[config.mk]
export PLATFORM = sky130hd
export DESIGN_NAME = syt_system_tick
export DESIGN_NICKNAME = d
export VERILOG_FILES = /design/src/syt_pkg.sv /design/src/syt_system_tick.sv
export SDC_FILE = /design/constraint.sdc
export NUM_CORES = 1
export LEC_CHECK = 0
export CORE_UTILIZATION = 55
export DETAILED_ROUTE_END_ITERATION = 12
export DONT_BUFFER_PORTS = 1
export HOLD_SLACK_MARGIN = 0.06
export MAX_ROUTING_LAYER = met4
export PLACE_DENSITY = 0.7
export SYNTH_ARGS = -nofsm -noshare
export SYNTH_HDL_FRONTEND = slang
export SYNTH_SLANG_ARGS = --single-unit
[constraint.sdc]
create_clock -name aclk -period 5.8 [get_ports aclk]
set_clock_uncertainty 0.05 [all_clocks]
set_input_delay 1.16 -clock aclk [delete_from_list [all_inputs] [get_ports aclk]]
set_output_delay 1.16 -clock aclk [all_outputs]
set_load 0.01 [all_outputs]
[src/syt_pkg.sv]
// What this block does
// - Nine registers as consecutive 32-bit words from base 0xE000F000, offsets 0x00 to 0x20.
// - The 64-bit count decrements; reaching zero sets the zero-reached flag.
// - Software reads and writes the count as low and high 32-bit words.
// - The 64-bit reload value is held as low and high read-write words.
// - Writing 1 to control bit 8 copies the whole reload value into the count.
// - Control bit 2 picks the bus clock (1) or bus clock divided by eight (0).
// - Control bit 1 enables the counter interrupt; at 0 reaching zero leaves tick_irq low, but irq still follows the event enables.
// - Control bit 0 enables counting; at 0 the count holds its value.
// - Flag bit 1 is the zero-reached flag: writing 0 clears, writing 1 does nothing.
// - Flag bit 0 set to 1 raises a software interrupt request at once.
// - The software request stays up, so it repeats until the handler clears the bit.
// - Every register resets to zero: stopped, no interrupts, divided clock, zero values.
package syt_pkg;

    // Bus placement and register offsets.
    localparam logic [31:0] SYT_BASE_ADDR   = 32'hE000_F000;
    localparam logic [7:0]  SYT_OFF_CONTROL = 8'h00;
    localparam logic [7:0]  SYT_OFF_CNT_LO  = 8'h04;
    localparam logic [7:0]  SYT_OFF_CNT_HI  = 8'h08;
    localparam logic [7:0]  SYT_OFF_RLD_LO  = 8'h0C;
    localparam logic [7:0]  SYT_OFF_RLD_HI  = 8'h10;
    localparam logic [7:0]  SYT_OFF_FLAGS   = 8'h14;
    localparam logic [7:0]  SYT_OFF_EV_STAT = 8'h18;
    localparam logic [7:0]  SYT_OFF_EV_EN   = 8'h1C;
    localparam logic [7:0]  SYT_OFF_EV_CLR  = 8'h20;

    // Control register bit positions.
    localparam int SYT_RUN_BIT    = 0;
    localparam int SYT_IRQEN_BIT  = 1;
    localparam int SYT_TBSEL_BIT  = 2;
    localparam int SYT_RELOAD_BIT = 8;

    // Flag register bit positions.
    localparam int SYT_SOFT_BIT = 0;
    localparam int SYT_ZERO_BIT = 1;

    // Event status bit positions.
    localparam int SYT_EV_ZERO = 0;
    localparam int SYT_EV_SOFT = 1;

    // Reset values and time base.
    localparam logic [31:0] SYT_RESET_WORD = 32'h0000_0000;
    localparam logic [2:0]  SYT_DIV_LAST   = 3'h7;

    // Bus responses.
    localparam logic [1:0] SYT_RESP_OKAY   = 2'h0;
    localparam logic [1:0] SYT_RESP_SLVERR = 2'h2;

endpackage : syt_pkg

[src/syt_system_tick.sv]
`timescale 1ns/10ps
`default_nettype none

module syt_system_tick
(
    input  wire logic        aclk,
    input  wire logic        aresetn,
    input  wire logic [31:0] s_axi_awaddr,
    input  wire logic        s_axi_awvalid,
    output logic             s_axi_awready,
    input  wire logic [31:0] s_axi_wdata,
    input  wire logic [3:0]  s_axi_wstrb,
    input  wire logic        s_axi_wvalid,
    output logic             s_axi_wready,
    output logic [1:0]       s_axi_bresp,
    output logic             s_axi_bvalid,
    input  wire logic        s_axi_bready,
    input  wire logic [31:0] s_axi_araddr,
    input  wire logic        s_axi_arvalid,
    output logic             s_axi_arready,
    output logic [31:0]      s_axi_rdata,
    output logic [1:0]       s_axi_rresp,
    output logic             s_axi_rvalid,
    input  wire logic        s_axi_rready,
    output logic             tick_irq,
    output logic             soft_irq,
    output logic             irq
);

    // Complete state of the block.
    // Bus holding registers come first, then the counter, then the flags.
    // Everything here is cleared by one synchronous reset, so no field can start unknown.
    typedef struct packed {
        logic        aw_v;
        logic [31:0] aw_a;
        logic        w_v;
        logic [31:0] w_d;
        logic [3:0]  w_s;
        logic        b_v;
        logic [1:0]  b_r;
        logic        r_v;
        logic [31:0] r_d;
        logic [1:0]  r_r;
        logic        run;
        logic        irq_en;
        logic        tb_sel;
        logic [2:0]  div;
        logic [63:0] cnt;
        logic [63:0] rld;
        logic        zflag;
        logic        soft_irq_request;
        logic [1:0]  ev_st;
        logic [1:0]  ev_en;
    } syt_state_t;

    syt_state_t q;
    syt_state_t d;

    logic        wr_fire;
    logic [7:0]  wr_off;
    logic        wr_hit;
    logic        tick;
    logic [63:0] cnt_step;
    logic        cnt_wr;
    logic        zero_ev;
    logic        soft_ev;

    // Merges a write word into a register word under the byte strobes.
    function automatic logic [31:0] syt_merge(input logic [31:0] old, input logic [31:0] wd, input logic [3:0] st);
        logic [31:0] r;
        r = old;
        for (int i = 0; i < 4; i++)
        begin
            if (st[i])
            begin
                r[i*8 +: 8] = wd[i*8 +: 8];
            end
        end
        return r;
    endfunction : syt_merge

    // Tells whether an address falls on one of the block's words.
    function automatic logic syt_in_map(input logic [31:0] a);
        logic ok;
        ok = (a[31:8] == syt_pkg::SYT_BASE_ADDR[31:8]) && (a[1:0] == 2'h0)
             && (a[7:0] <= syt_pkg::SYT_OFF_EV_CLR);
        return ok;
    endfunction : syt_in_map

    // Handshake readies come straight from the holding state.
    assign s_axi_awready = !q.aw_v;
    assign s_axi_wready  = !q.w_v;
    assign s_axi_arready = !q.r_v;
    assign s_axi_bvalid  = q.b_v;
    assign s_axi_bresp   = q.b_r;
    assign s_axi_rvalid  = q.r_v;
    assign s_axi_rdata   = q.r_d;
    assign s_axi_rresp   = q.r_r;

    // Interrupt outputs follow the flops only.
    assign tick_irq = q.zflag && q.irq_en;
    assign soft_irq = q.soft_irq_request;
    assign irq      = |(q.ev_st & q.ev_en);

    // A write is carried out once address and data are both held and no response is pending.
    assign wr_fire = q.aw_v && q.w_v && !q.b_v;
    assign wr_off  = q.aw_a[7:0];
    assign wr_hit  = syt_in_map(q.aw_a);

    // The counter steps every cycle on the fast base, every eighth cycle on the slow one.
    assign tick     = q.run && (q.tb_sel || (q.div == syt_pkg::SYT_DIV_LAST));
    assign cnt_step = (q.cnt == 64'h0000_0000_0000_0000) ? q.rld : q.cnt - 64'h0000_0000_0000_0001;
    assign cnt_wr   = wr_fire && wr_hit && (((wr_off == syt_pkg::SYT_OFF_CNT_LO) || (wr_off == syt_pkg::SYT_OFF_CNT_HI))
                      || ((wr_off == syt_pkg::SYT_OFF_CONTROL) && q.w_s[1] && q.w_d[syt_pkg::SYT_RELOAD_BIT]));
    assign zero_ev  = tick && !cnt_wr && (cnt_step == 64'h0000_0000_0000_0000);
    assign soft_ev  = wr_fire && wr_hit && (wr_off == syt_pkg::SYT_OFF_FLAGS) && q.w_s[0]
                      && q.w_d[syt_pkg::SYT_SOFT_BIT];

    // Next-state logic: counting first, then software writes, then the bus channels.
    // The order matters: a software write to the count comes after the tick, so it wins.
    // A tick that meets such a write raises no zero flag; a count half the write leaves alone still takes the step.
    // Flags are worked out after the writes so that a hardware set beats a clear.
    always_comb
    begin
        logic [1:0] ev_clr;
        logic       zclr;
        ev_clr = 2'h0;
        zclr   = 1'b0;
        d      = q;
        d.div  = q.run ? q.div + 3'h1 : 3'h0;
        if (tick)
        begin
            d.cnt = cnt_step;
        end
        if (wr_fire)
        begin
            d.aw_v = 1'b0;
            d.w_v  = 1'b0;
            d.b_v  = 1'b1;
            d.b_r  = wr_hit ? syt_pkg::SYT_RESP_OKAY : syt_pkg::SYT_RESP_SLVERR;
            if (wr_hit)
            begin
                case (wr_off)
                    syt_pkg::SYT_OFF_CONTROL:
                    begin
                        if (q.w_s[0])
                        begin
                            d.run    = q.w_d[syt_pkg::SYT_RUN_BIT];
                            d.irq_en = q.w_d[syt_pkg::SYT_IRQEN_BIT];
                            d.tb_sel = q.w_d[syt_pkg::SYT_TBSEL_BIT];
                        end
                        if (q.w_s[1] && q.w_d[syt_pkg::SYT_RELOAD_BIT])
                        begin
                            d.cnt = q.rld;
                        end
                    end
                    syt_pkg::SYT_OFF_CNT_LO: d.cnt[31:0]  = syt_merge(q.cnt[31:0], q.w_d, q.w_s);
                    syt_pkg::SYT_OFF_CNT_HI: d.cnt[63:32] = syt_merge(q.cnt[63:32], q.w_d, q.w_s);
                    syt_pkg::SYT_OFF_RLD_LO: d.rld[31:0]  = syt_merge(q.rld[31:0], q.w_d, q.w_s);
                    syt_pkg::SYT_OFF_RLD_HI: d.rld[63:32] = syt_merge(q.rld[63:32], q.w_d, q.w_s);
                    syt_pkg::SYT_OFF_FLAGS:
                    begin
                        if (q.w_s[0])
                        begin
                            zclr   = !q.w_d[syt_pkg::SYT_ZERO_BIT];
                            d.soft_irq_request = q.w_d[syt_pkg::SYT_SOFT_BIT];
                        end
                    end
                    syt_pkg::SYT_OFF_EV_EN:
                    begin
                        if (q.w_s[0])
                        begin
                            d.ev_en = q.w_d[1:0];
                        end
                    end
                    syt_pkg::SYT_OFF_EV_CLR:
                    begin
                        if (q.w_s[0])
                        begin
                            ev_clr = q.w_d[1:0];
                        end
                    end
                    default:
                    begin
                        d.b_r = syt_pkg::SYT_RESP_OKAY;
                    end
                endcase
            end
        end
        // A hardware set in the same cycle as a clear wins.
        d.zflag = (q.zflag && !zclr) || zero_ev;
        d.ev_st[syt_pkg::SYT_EV_ZERO] = (q.ev_st[syt_pkg::SYT_EV_ZERO] && !ev_clr[syt_pkg::SYT_EV_ZERO]) || zero_ev;
        d.ev_st[syt_pkg::SYT_EV_SOFT] = (q.ev_st[syt_pkg::SYT_EV_SOFT] && !ev_clr[syt_pkg::SYT_EV_SOFT]) || soft_ev;
        // Address and data are taken in either order and held until the write is done.
        if (s_axi_awvalid && !q.aw_v)
        begin
            d.aw_v = 1'b1;
            d.aw_a = s_axi_awaddr;
        end
        if (s_axi_wvalid && !q.w_v)
        begin
            d.w_v = 1'b1;
            d.w_d = s_axi_wdata;
            d.w_s = s_axi_wstrb;
        end
        if (q.b_v && s_axi_bready)
        begin
            d.b_v = 1'b0;
        end
        // Reads answer one cycle after the address is taken.
        // The two count halves are read separately, so a running count may tear between them.
        if (q.r_v && s_axi_rready)
        begin
            d.r_v = 1'b0;
        end
        if (s_axi_arvalid && !q.r_v)
        begin
            d.r_v = 1'b1;
            d.r_r = syt_pkg::SYT_RESP_OKAY;
            d.r_d = syt_pkg::SYT_RESET_WORD;
            if (!syt_in_map(s_axi_araddr))
            begin
                d.r_r = syt_pkg::SYT_RESP_SLVERR;
            end
            else
            begin
                case (s_axi_araddr[7:0])
                    syt_pkg::SYT_OFF_CONTROL:
                    begin
                        d.r_d[syt_pkg::SYT_RUN_BIT]   = q.run;
                        d.r_d[syt_pkg::SYT_IRQEN_BIT] = q.irq_en;
                        d.r_d[syt_pkg::SYT_TBSEL_BIT] = q.tb_sel; // trigger bit reads zero
                    end
                    syt_pkg::SYT_OFF_CNT_LO:  d.r_d = q.cnt[31:0];
                    syt_pkg::SYT_OFF_CNT_HI:  d.r_d = q.cnt[63:32];
                    syt_pkg::SYT_OFF_RLD_LO:  d.r_d = q.rld[31:0];
                    syt_pkg::SYT_OFF_RLD_HI:  d.r_d = q.rld[63:32];
                    syt_pkg::SYT_OFF_FLAGS:
                    begin
                        d.r_d[syt_pkg::SYT_ZERO_BIT] = q.zflag;
                        d.r_d[syt_pkg::SYT_SOFT_BIT] = q.soft_irq_request;
                    end
                    syt_pkg::SYT_OFF_EV_STAT: d.r_d[1:0] = q.ev_st;
                    syt_pkg::SYT_OFF_EV_EN:   d.r_d[1:0] = q.ev_en;
                    default:                  d.r_d = syt_pkg::SYT_RESET_WORD;
                endcase
            end
        end
    end

    // State register with synchronous reset to all zero.
    // The reset leaves the counter stopped on the divided base with all interrupts off.
    always_ff @(posedge aclk)
    begin
        if (!aresetn)
        begin
            q <= '0;
        end
        else
        begin
            q <= d;
        end
    end
endmodule : syt_system_tick

`default_nettype wire

### Word-level counts from Yosys, hierarchy flattened

Index checks and enable logic that the tools add are counted.

* bitwise operators: 2
* add/sub/neg operators: 2
* reduce and logical (&&, ||, !) cells: 65
* eq/ne operators: 25
* $mul: 0
* div/mod/pow operators: 0
* multiplexer cells: 42
* shift operators: 0
* order comparisons: 2

Operator list (number)
* 128-bit 2-to-1 mux: 2
* 64-bit 2-to-1 mux: 3
* 64-bit zero test: 2
* 32-bit case mux with 2 select lines: 2
* 29-bit case mux with 4 select lines: 1
* 32-bit 2-to-1 mux: 3
* 8-bit 2-to-1 mux: 12
* 64-bit by 1-bit subtractor with 64-bit output, second input constant: 1
* 8-bit by 5-bit == test with 1-bit output, second input constant: 7
* 24-bit == test, second input constant: 2
* 4-bit AND reduction: 11
* 37-bit 2-to-1 mux: 1
* 35-bit 2-to-1 mux: 1
* 33-bit 2-to-1 mux: 1
* 8-bit by 4-bit == test with 1-bit output, second input constant: 4
* 4-bit != test, second input constant: 8
* 1-bit logical AND: 26
* 8-bit by 3-bit == test with 1-bit output, second input constant: 2
* 8-bit by 6-bit <= comparator with 1-bit output, second input constant: 2
* 8-bit zero test: 2
* 2-bit 2-to-1 mux: 8
* 2-bit case mux with 8 select lines: 1
* 1-bit zero test: 9
* 8-bit by 6-bit == test with 1-bit output, second input constant: 1
* 12 further kinds: 26

* bits in latches: 0
* word-level logic and storage cells: 172
* memory bits (writable): 0
* bits in registers: 248
* bits in read-only memories: 0
* memories: 0

### Logic depth before layout (Yosys ltp)

Gate-level depths: netlist of the first run.

* depth after elaboration: 9
* depth in mapped cells: 14

### Least setup slack after synthesis of the first run

OpenSTA, ideal clock, no wires.

* path kind: register -> register
* start: reg q[118] in the netlist's numbering
* end: reg q[2] in the netlist's numbering
* arrival: 3.200 ns
* path buffers: 2
* stages on the path, launching flop included: 12
* slack: 2.490 ns
* period minus slack after synthesis: 3.310 ns
* cell sequence: dfxtp_1 or4_1 buf_2 or2_4 or4_4 buf_6 or4b_2 xor2_1 nand2_1 nor4_1 o2111ai_1 nand2_1

* cells in the longest elaborated chain, start to end: 5

RTL lines
* start: declaration: RTL line syt_system_tick.sv:56 `syt_state_t q;`
* start signal: assignment: RTL line syt_system_tick.sv:257 `q <= '0;`
* start signal: assignment: RTL line syt_system_tick.sv:261 `q <= d;`
* 64-bit by 1-bit subtractor with 64-bit output or 64-bit zero test (tied branches): RTL line syt_system_tick.sv:112 `assign cnt_step = (q.cnt == 64'h0000_0000_0000_0000) ? q.rld : q.cnt - 64'h0000_0000_0000_0001;`
* 64-bit 2-to-1 mux (*): RTL line syt_system_tick.sv:112
* 64-bit zero test (*): RTL line syt_system_tick.sv:115 `assign zero_ev = tick && !cnt_wr && (cnt_step == 64'h0000_0000_0000_0000);`
* 1-bit logical AND (*): RTL line syt_system_tick.sv:115
* 1-bit logical OR (*): RTL line syt_system_tick.sv:192 `d.ev_st[syt_pkg::SYT_EV_ZERO] = (q.ev_st[syt_pkg::SYT_EV_ZERO] && !ev_clr[syt_pkg::SYT_EV_ZERO]) || zero_ev;`

Every way passes the cells marked *; elsewhere a longest branch is shown, timed or not.
A chain may end at the register's enable or synchronous reset.

### Final worst setup path of the first run

* start: reg q[114] in the netlist's numbering
* end: reg q[2] in the netlist's numbering

The elaborated chain is that of the path after synthesis.

==> impl_results.md, run 1 <==
* Drt drc at 0
* Crit path arrival time at 4.81 ns
* Minimum clock period at 4.374 ns
* RSZ-0062 raised after global routing: no
* Hold Crit Start: q[134]
* Synth warn at 0
* Cell Area, Synth at 15020 um2
* Crit path launch: q[114]
* Cts repair resizes at 0
* GRT Util Overall at 0.4062
* Hold EP: q[134]
* Leak at 0.005388 uW
* Internal power at 2872 uW
* Gate power share at 0.040
* Commonest cells after routing, fill and taps aside: nand2_1, dfxtp_1, o21ai_0, a21boi_0, a21oi_1
* Yosys cell types at 67
* Post-synth EDFFs at 0
* Initial antenna violation count at 1
* Met2 usage at 0.5743
* DIE AREA at 27970 um2
* Worst-Margin Slew at 1.214 ns
* Max Cap Violations at 0
* Min-Delay Path Class: register to register
* Via/cell ratio at 6.814
* Pre-antenna DRT Iters at 6
* CP required at 6.23 ns
* Post-synth top flop: dfxtp_1
* Vias in the first global route at 14010
* Flop2flop setup slack at 1.43 ns
* Hold path depth at 1
* Clk network pwr share at 0.485
* WS Path Type: register to register
* CP endpoint kind: register
* Post-Route WL at 56.43 mm
* Layout cells sized above 1 at 0.05457
* VDD IR-drop max at 231.1 uV
* Post-CTS setup buffer count at 0
* GRT met3 Usage at 0.1054
* CP max stage delay at 0.81 ns
* Cell mode on critical path: o2111ai_1
* Max Slew Vio Count at 0
* Number of synthesized register bits at 246
* Core Rows at 60
* Residual overflow from global routing at 0
* TritonCTS clock tree: done
* Pwr Density at 239.2 nW/um2
* Setup TNS at 0 ns
* Async S/R FF share, synth at 0
* Hold_buf cts at 0
* WHS at 0.3805 ns
* Die W at 167.3 um
* GR met1 Demand/Resource at 0.5533
* IO buf count at 0
* Wire per inst at 24.90 um
* Switching Share at 0.2336
* DRT antenna net count at 0
* Final Cycle Share at 0.7541
* Crit Path Max Fanout at 25
* Most common cell after layout, fill and taps aside: nand2_1
* Switching power at 875.2 uW
* Clock transition at path regs at 0.06 ns
* Ports at 151
* Post-Layout Cell Count at 2266
* Nets@finish at 2014
* Reg2reg start: q[114]
* Initial Utilization at 0.5588
* CTS root buffer: clkbuf_16
* Die Ht at 167.3 um
* H-tree depth at 1
* Reg2Reg Capture Point: q[2]
* Placed Instances at 2215
* Worst path cell trace: nor4_1 -> nand4_1 -> or4_4 -> nor2_4 -> nand3_1 -> o21ai_0 -> o2111ai_1 -> nor4_2 -> o2111ai_1 -> nand2_1
* First-pass GRT wire length at 85.62 mm
* Area Overhead vs Synth at 4.315%
* Largest net degree at the start of global routing at 247
* Mapped Cells at 2067
* 1st-iter DRT viols at 1991
* Worst setup SP type: register
* Run status: completed
* DP HPWL at 39.65 mm
* Final Hold Viols at 0
* Sequential Power Share at 0.475
* Core Util, Final at 0.5830
* Skew-Pair Late Insertion Delay at 0.55 ns
* Slowest stage cell on the critical path: nor4_1
* Synthesized area per cell at 7.266 um2
* Fmax at 228.6 MHz
* TritonCTS buffer count at 27
* Final setup violating endpoints at 0
* Maximum clock path buffer count at 3
* Core area at 26880 um2
* Sequential cell area fraction in the yosys report at 0.3279
* R2R depth at 10
* Routed via count at 15440
* # clock sinks at 246
* Max-slew headroom at 0.1877
* Busiest layer in global routing: met2
* RD Place Congestion at 1.093
## registers in the layout, summed over array words and instances, names as in the netlist
register	cells
s_axi_rresp	1
s_axi_bvalid	1
s_axi_rvalid	1
s_axi_bresp	1
q	209
s_axi_rdata	32
soft_irq	1
## power groups by stage
stage	Clock [uW]	Sequential [uW]	Combinational, uW
floorplan	0	1780	149
CTS	1830	1770	148
finish	1820	1780	148
global placement	0	1810	143
global route	1900	1780	167
detailed placement	0	1810	147
## synthesized netlist by cell type (23+ instances only)
cell type  number  area, um2
a21oi_1       135      675.7
nand3_1        64      320.3
dfxtp_1       246       4925
nor2b_1        27      168.9
nand2_1       383       1438
xnor2_1        25      219.0
o22ai_1        35      219.0
nor3_1         44      220.2
buf_4          36      270.3
a21boi_0      139       1044
a22oi_1        57      427.9
a221oi_1       30      262.8
nor2_1        130      488.0
and2_1         39      244.0
o21ai_0       147      735.7
nand4_1        23      143.9
clkbuf_1      159      596.8
mux2i_1        44      440.4
nor4_1         49      306.5
## worst max path at each step
stage                  end  slack (ns)  depth (start not counted)
floorplan             q[2]        2.49                         11
global placement    q[133]        1.49                          9
detailed placement  q[133]        1.54                          9
CTS                 q[133]        1.53                          9
global route          q[2]        1.25                          9
finish                q[2]        1.43                         10
## cell families after synthesis
family / count (synthesis) / synth area share
compound gates: 634 / 0.2726
flops: 246 / 0.3279
simple gates: 853 / 0.2687
fa+ha+maj: 4 / 0.003332
buf+inv: 238 / 0.07031
other cells: 1 / 0.0002497
xor+xnor: 46 / 0.02682
mux: 45 / 0.03007
## area by class of cell
cell class                 count  area [um2]
clock inverter                 9       131.4
fill                        2556       11210
tap                          341       426.7
timing repair buffer          22       165.2
clock buffer                  41       808.3
antenna                        1       2.502
multi-input combinational   1584        9126
inverter                      22       82.58
sequential                   246        4925
## through the flow
stage               instance area [um2]  worst slack [ns]  total power, uW
finish                            15670             1.426             3747
global route                      15670             1.249             3847
CTS                               15670             1.531             3757
detailed placement                14730             1.544             1960
global placement                  14730             1.492             1955
floorplan                         15020             2.490             1927
## layer usage
metal,up-vias,part of all wire
li1,7018,-
met1,7227,0.41
met2,1048,0.41
met3,147,0.13
met4,0,0.041
met5,-,0
## critical path, delay by kind of cell, from the launching register on
kind / cells / cell delay (ns)
AO/OA/AOI/OAI: 3 / 0.72
flip-flops: 1 / 0.41
AND/OR/NAND/NOR: 7 / 3.13
(Power assumes the default switching activity.)
==> run 2, diff against run 1 <==
==> constraint.sdc (replaced) <==
create_clock -name aclk -period 4.4 [get_ports aclk]
set_clock_uncertainty 0.05 [all_clocks]
set_input_delay 0.88 -clock aclk [delete_from_list [all_inputs] [get_ports aclk]]
set_output_delay 0.88 -clock aclk [all_outputs]
set_load 0.01 [all_outputs]
==> impl_results.md, run 2 (synthesized netlist as in run 1, its figures left out) <==
* Run status: completed (unchanged)
* RSZ-0062 raised after global routing: no (unchanged)
* Wire per inst at 25.57 um (was 24.90 um)
* Hold Crit Start: q[134] (unchanged)
* Max-slew headroom at 0.2521 (was 0.1877)
* Die W at 167.3 um (unchanged)
* Post-CTS setup buffer count at 0 (unchanged)
* DRT antenna net count at 0 (unchanged)
* Core Rows at 60 (unchanged)
* First-pass GRT wire length at 89.44 mm (was 85.62 mm)
* Core area at 26880 um2 (unchanged)
* H-tree depth at 1 (unchanged)
* Biggest register: q (unchanged)
* Fillers at 2510 (was 2556)
* Initial antenna violation count at 1 (unchanged)
* Nets@finish at 2068 (was 2014)
* Pre-antenna DRT Iters at 6 (unchanged)
* Initial Utilization at 0.5588 (unchanged)
* DP HPWL at 43.06 mm (was 39.65 mm)
* Pwr Density at 296.9 nW/um2 (was 239.2 nW/um2)
* Largest net degree at the start of global routing at 247 (unchanged)
* Minimum clock period at 3.832 ns (was 4.374 ns)
* Drt drc at 0 (unchanged)
* Residual overflow from global routing at 0 (unchanged)
* CP required at 4.84 ns (was 6.23 ns)
* Worst-Margin Slew at 1.117 ns (was 1.214 ns)
* Area Overhead vs Synth at 6.440% (was 4.315%)
* Crit path arrival time at 4.27 ns (was 4.81 ns)
* Reg2reg start: q[118] (was q[114])
* GRT Util Overall at 0.4278 (was 0.4062)
* IO buf count at 0 (unchanged)
* 1st-iter DRT viols at 2056 (was 1991)
* TritonCTS clock tree: done (unchanged)
* Most common cell after layout, fill and taps aside: nand2_1 (unchanged)
* Die Ht at 167.3 um (unchanged)
* Final setup violating endpoints at 0 (unchanged)
* Max Slew Vio Count at 0 (unchanged)
* Max Cap Violations at 0 (unchanged)
* Setup TNS at 0 ns (unchanged)
* Routed via count at 15770 (was 15440)
* Skew-Pair Late Insertion Delay at 0.55 ns (about the same)
* DIE AREA at 27970 um2 (unchanged)
* Hold_buf cts at 0 (unchanged)
* Final Hold Viols at 0 (unchanged)
* Via/cell ratio at 6.798 (was 6.814)
* WHS at 0.3935 ns (was 0.3805 ns)
* Crit Path Max Fanout at 8 (was 25)
* Ports at 151 (unchanged)
* Post-Route WL at 59.29 mm (was 56.43 mm)
* RD Place Congestion at 1.101 (was 1.093)
* Worst setup SP type: register (unchanged)
* VDD IR-drop max at 322.5 uV (was 231.1 uV)
* Leak at 0.005614 uW (was 0.005388 uW)
* Cts repair resizes at 0 (unchanged)
* Seq. cell area at 4925 um2 (unchanged)
* CTS root buffer: clkbuf_16 (unchanged)
* Commonest cells after routing, fill and taps aside: nand2_1, dfxtp_1, o21ai_0, a21boi_0, a21oi_1 (unchanged)
* CP endpoint kind: register (unchanged)
* Max FFs per register at 209 (unchanged)
* TritonCTS buffer count at 26 (was 27)
* Fmax at 260.9 MHz (was 228.6 MHz)
* Min-Delay Path Class: register to register (unchanged)
* Maximum clock path buffer count at 3 (unchanged)
* Multi-input gate area at 9090 um2 (was 9126 um2)
* Vias in the first global route at 14550 (was 14010)
* WS Path Type: register to register (unchanged)
* Final Cycle Share at 0.8710 (was 0.7541)
* # clock sinks at 246 (unchanged)
* Clock transition at path regs at 0.06 ns (about the same)
* Layout cells sized above 1 at 0.07891 (was 0.05457)
* Crit path launch: q[118] (was q[114])
## run 2: cell types whose count changed in the layout (fill, tap and decap cells not counted), moves of 2 or more
| cell | delta |
|---|---|
| bufinv_16 | -3 |
| buf_4 | +52 |
| clkbuf_1 | -3 |
| buf_12 | +3 |
| clkbuf_8 | -2 |
| clkinv_2 | +5 |
## run 2: final cells by class
type | instances | share of cell area
antenna | 1 | 0.0001565
clock buffer | 36 | 0.04813
multi-input combinational | 1584 | 0.5686
inverter | 22 | 0.005166
sequential | 246 | 0.3081
timing repair buffer | 77 | 0.03851
tap | 341 | 0.02669
clock inverter | 12 | 0.004696
## run 2: worst paths after layout
path                                to  slack (ns)  depth (start not counted)
worst min-delay path            q[134]        0.39                          1
worst max register to register    q[2]        0.57                          9
worst max-delay path              q[2]        0.57                          9
worst min register to register  q[134]        0.39                          1
## run 2: critical path, cell delays in order, from the launching register on
cell	delay, ns
dfxtp_1	0.40
or4_1	0.65
or2_4	0.32
or4_4	0.59
or4b_2	0.65
xor2_1	0.16
nand2_1	0.08
nor4_1	0.44
o2111ai_1	0.29
nand2_1	0.13
## run 2: power breakdown
part | leakage (uW) | switching (uW) | internal (uW)
Combinational | 0.00321 | 124 | 80.1
Sequential | 0.00199 | 77.5 | 2270
Clock | 0.000416 | 972 | 1230
## run 2: per-layer routing
| metal | share of wire | GRT usage |
|---|---|---|
| met1 | 0.41 | 0.5684 |
| met2 | 0.42 | 0.6180 |
| met3 | 0.12 | 0.1099 |
| met4 | 0.043 | 0.1683 |
| met5 | 0 | - |
## run 2: through the flow
| stage | total power (uW) | setup WS [ns] | instance area (um2) | util | std cells |
|---|---|---|---|---|---|
| after CTS | 4746 | 0.6297 | 15980 | 0.5947 | 2318 |
| after global placement | 2583 | 0.6992 | 15140 | 0.5633 | 2270 |
| after global routing | 4878 | 0.4441 | 15990 | 0.5948 | 2319 |
| final | 4747 | 0.5675 | 15990 | 0.5948 | 2319 |
| after detailed placement | 2591 | 0.6795 | 15140 | 0.5633 | 2270 |
| after floorplan | 2541 | 1.090 | 15020 | - | 2068 |
==> run 3, diff against run 2 <==
--- a/config.mk
+++ b/config.mk
@@ -10,7 +10,7 @@
 export DONT_BUFFER_PORTS = 1
 export HOLD_SLACK_MARGIN = 0.06
 export MAX_ROUTING_LAYER = met4
-export PLACE_DENSITY = 0.7
+export PLACE_DENSITY = 0.73
 export SYNTH_ARGS = -nofsm -noshare
 export SYNTH_HDL_FRONTEND = slang
 export SYNTH_SLANG_ARGS = --single-unit
==> impl_results.md, run 3 (synthesized netlist as in run 1, its figures left out) <==
* Run status: completed (unchanged)
* Hold EP: q[134] (unchanged)
* # clock sinks at 246 (unchanged)
* RSZ-0062 raised after global routing: no (unchanged)
* Pre-antenna DRT Iters at 6 (unchanged)
* Commonest cells after routing, fill and taps aside: nand2_1, dfxtp_1, o21ai_0, a21boi_0, a21oi_1 (unchanged)
* Drt drc at 0 (unchanged)
* Multi-input gate area at 9090 um2 (unchanged)
* VDD IR-drop max at 362.2 uV (was 322.5 uV)
* WS Path Type: register to register (unchanged)
* Residual overflow from global routing at 0 (unchanged)
* Final Hold Viols at 0 (unchanged)
* DP HPWL at 42.16 mm (was 43.06 mm)
* Largest net degree at the start of global routing at 247 (unchanged)
* GRT met3 Usage at 0.09005 (was 0.1099)
* Fmax at 264.1 MHz (was 260.9 MHz)
* Hold Crit Start: q[134] (unchanged)
* Dpl ws at 0.6789 ns (was 0.6795 ns)
* Worst path cell trace: inv_1 -> ha_1 -> nor3b_2 -> buf_4 -> nand3_1 -> or4_1 -> nor4_1 -> buf_4 -> xor2_1 -> nor4_1 -> a21oi_1 -> a21oi_1 -> buf_4 -> o2111ai_1 -> nand2_1 (was or4_1 -> or2_4 -> or4_4 -> or4b_2 -> xor2_1 -> nand2_1 -> nor4_1 -> o2111ai_1 -> nand2_1)
* CP max stage delay at 0.61 ns (was 0.65 ns)
* H-tree depth at 1 (unchanged)
* Top Family by Delay on Critical Path: simple AND/OR/NAND/NOR gates (unchanged)
* R2R depth at 15 (was 9)
* Placed Area at 15240 um2 (was 15140 um2)
* Core area at 26880 um2 (unchanged)
* First-pass GRT wire length at 87.37 mm (was 89.44 mm)
* Hold_buf cts at 0 (unchanged)
* Fillers at 2560 (was 2510)
* Reg2Reg Capture Point: q[2] (unchanged)
* GRT Util Overall at 0.4161 (was 0.4278)
* Worst setup SP type: register (unchanged)
* Buffer and inverter count on the worst path at 4 (was 0)
* TritonCTS clock tree: done (unchanged)
* Nets@finish at 2086 (was 2068)
* Setup TNS at 0 ns (unchanged)
* Busiest layer in global routing: met2 (unchanged)
* Worst-Margin Slew at 1.147 ns (was 1.117 ns)
* Minimum clock period at 3.787 ns (was 3.832 ns)
* Core Rows at 60 (unchanged)
* Biggest register: q (unchanged)
* Pwr Total at 4816 uW (was 4747 uW)
* IO buf count at 0 (unchanged)
* Via/cell ratio at 6.782 (was 6.798)
* Hold path depth at 1 (unchanged)
* RD Place Congestion at 1.052 (was 1.101)
* Routed via count at 15860 (was 15770)
* Ports at 151 (unchanged)
* Reg2reg start: q[70] (was q[118])
* Initial antenna violation count at 2 (was 1)
* Layout cells sized above 1 at 0.08622 (was 0.07891)
* Slowest stage cell on the critical path: or4_1 (unchanged)
* Cts repair resizes at 0 (unchanged)
* Max-slew headroom at 0.2334 (was 0.2521)
* Maximum clock path buffer count at 3 (unchanged)
* Cell mode on critical path: buf_4 (was nand2_1)
* CP endpoint kind: register (unchanged)
* Die W at 167.3 um (unchanged)
* Final setup margin at 0.6131 ns (was 0.5675 ns)
* Min-Delay Path Class: register to register (unchanged)
* Crit Path Max Fanout at 8 (unchanged)
* Seq. cell area at 4925 um2 (unchanged)
* DIE AREA at 27970 um2 (unchanged)
* Max FFs per register at 209 (unchanged)
* Area Overhead vs Synth at 7.372% (was 6.440%)
* Final non-filler cell area at 16130 um2 (was 15990 um2)
* Post-CTS setup buffer count at 0 (unchanged)
* Wire per inst at 24.91 um (was 25.57 um)
* Crit path arrival time at 4.23 ns (was 4.27 ns)
* DRT antenna net count at 0 (unchanged)
* Die Ht at 167.3 um (unchanged)
* Leak at 0.005711 uW (was 0.005614 uW)
* Pwr Density at 298.7 nW/um2 (was 296.9 nW/um2)
* Post-Route WL at 58.25 mm (was 59.29 mm)
* Skew-Pair Late Insertion Delay at 0.56 ns (was 0.55 ns)
* Final setup violating endpoints at 0 (unchanged)
* Initial Utilization at 0.5588 (unchanged)
* Final Cycle Share at 0.8607 (was 0.8710)
* TritonCTS buffer count at 27 (was 26)
* Most common cell after layout, fill and taps aside: nand2_1 (unchanged)
* GR met1 Demand/Resource at 0.5692 (was 0.5684)
* Max Cap Violations at 0 (unchanged)
* CTS root buffer: clkbuf_16 (unchanged)
* Met2 usage at 0.5981 (was 0.6180)
* 1st-iter DRT viols at 2027 (was 2056)
* Max Slew Vio Count at 0 (unchanged)
* Flop2flop setup slack at 0.61 ns (was 0.57 ns)
* Vias in the first global route at 14250 (was 14550)
* Clock transition at path regs at 0.07 ns (was 0.06 ns)
* CP required at 4.85 ns (was 4.84 ns)
==> run 3: how the worst max path moves through the flow <==
stage | startpoint | endpoint | slack [ns] | cells past startpoint
final | q[70] | q[2] | 0.61 | 15
after global routing | q[70] | q[2] | 0.44 | 13
after CTS | q[118] | q[2] | 0.66 | 9
after detailed placement | q[118] | q[2] | 0.68 | 9
after global placement | q[118] | q[2] | 0.74 | 9
after floorplan | q[118] | q[2] | 1.09 | 11
==> run 3: final cells by class <==
| cell class | instances | share of cell area |
|---|---|---|
| inverters | 22 | 0.005121 |
| clock inverters | 10 | 0.005509 |
| diodes | 2 | 0.0003103 |
| clock buffers | 39 | 0.04903 |
| well taps | 341 | 0.02646 |
| flip-flops and latches | 246 | 0.3054 |
| repair buffers | 94 | 0.04453 |
| multi-input cells | 1584 | 0.5637 |
==> run 3: layer usage <==
| layer | up-vias | routed length, um |
|---|---|---|
| li1 | 7167 | - |
| met1 | 7484 | 24130 |
| met2 | 1032 | 24530 |
| met3 | 173 | 7230 |
| met4 | 0 | 2361 |
| met5 | - | 0 |
==> run 3: metrics by stage <==
step / util / hold slack, ns / std cells
2_1_floorplan: - / 0.3461 / 2068
3_3_place_gp: 0.5671 / 0.3540 / 2287
3_5_place_dp: 0.5671 / 0.3643 / 2287
4_1_cts: 0.5999 / 0.3729 / 2336
5_1_grt: 0.6000 / 0.3908 / 2338
6_report: 0.6000 / 0.3677 / 2338
==> run 3: power by group <==
| group | switching (uW) | internal, uW |
|---|---|---|
| Sequential | 75.4 | 2270 |
| Clock | 972 | 1300 |
| Combinational | 118 | 78.0 |
| Total | 1170 | 3650 |
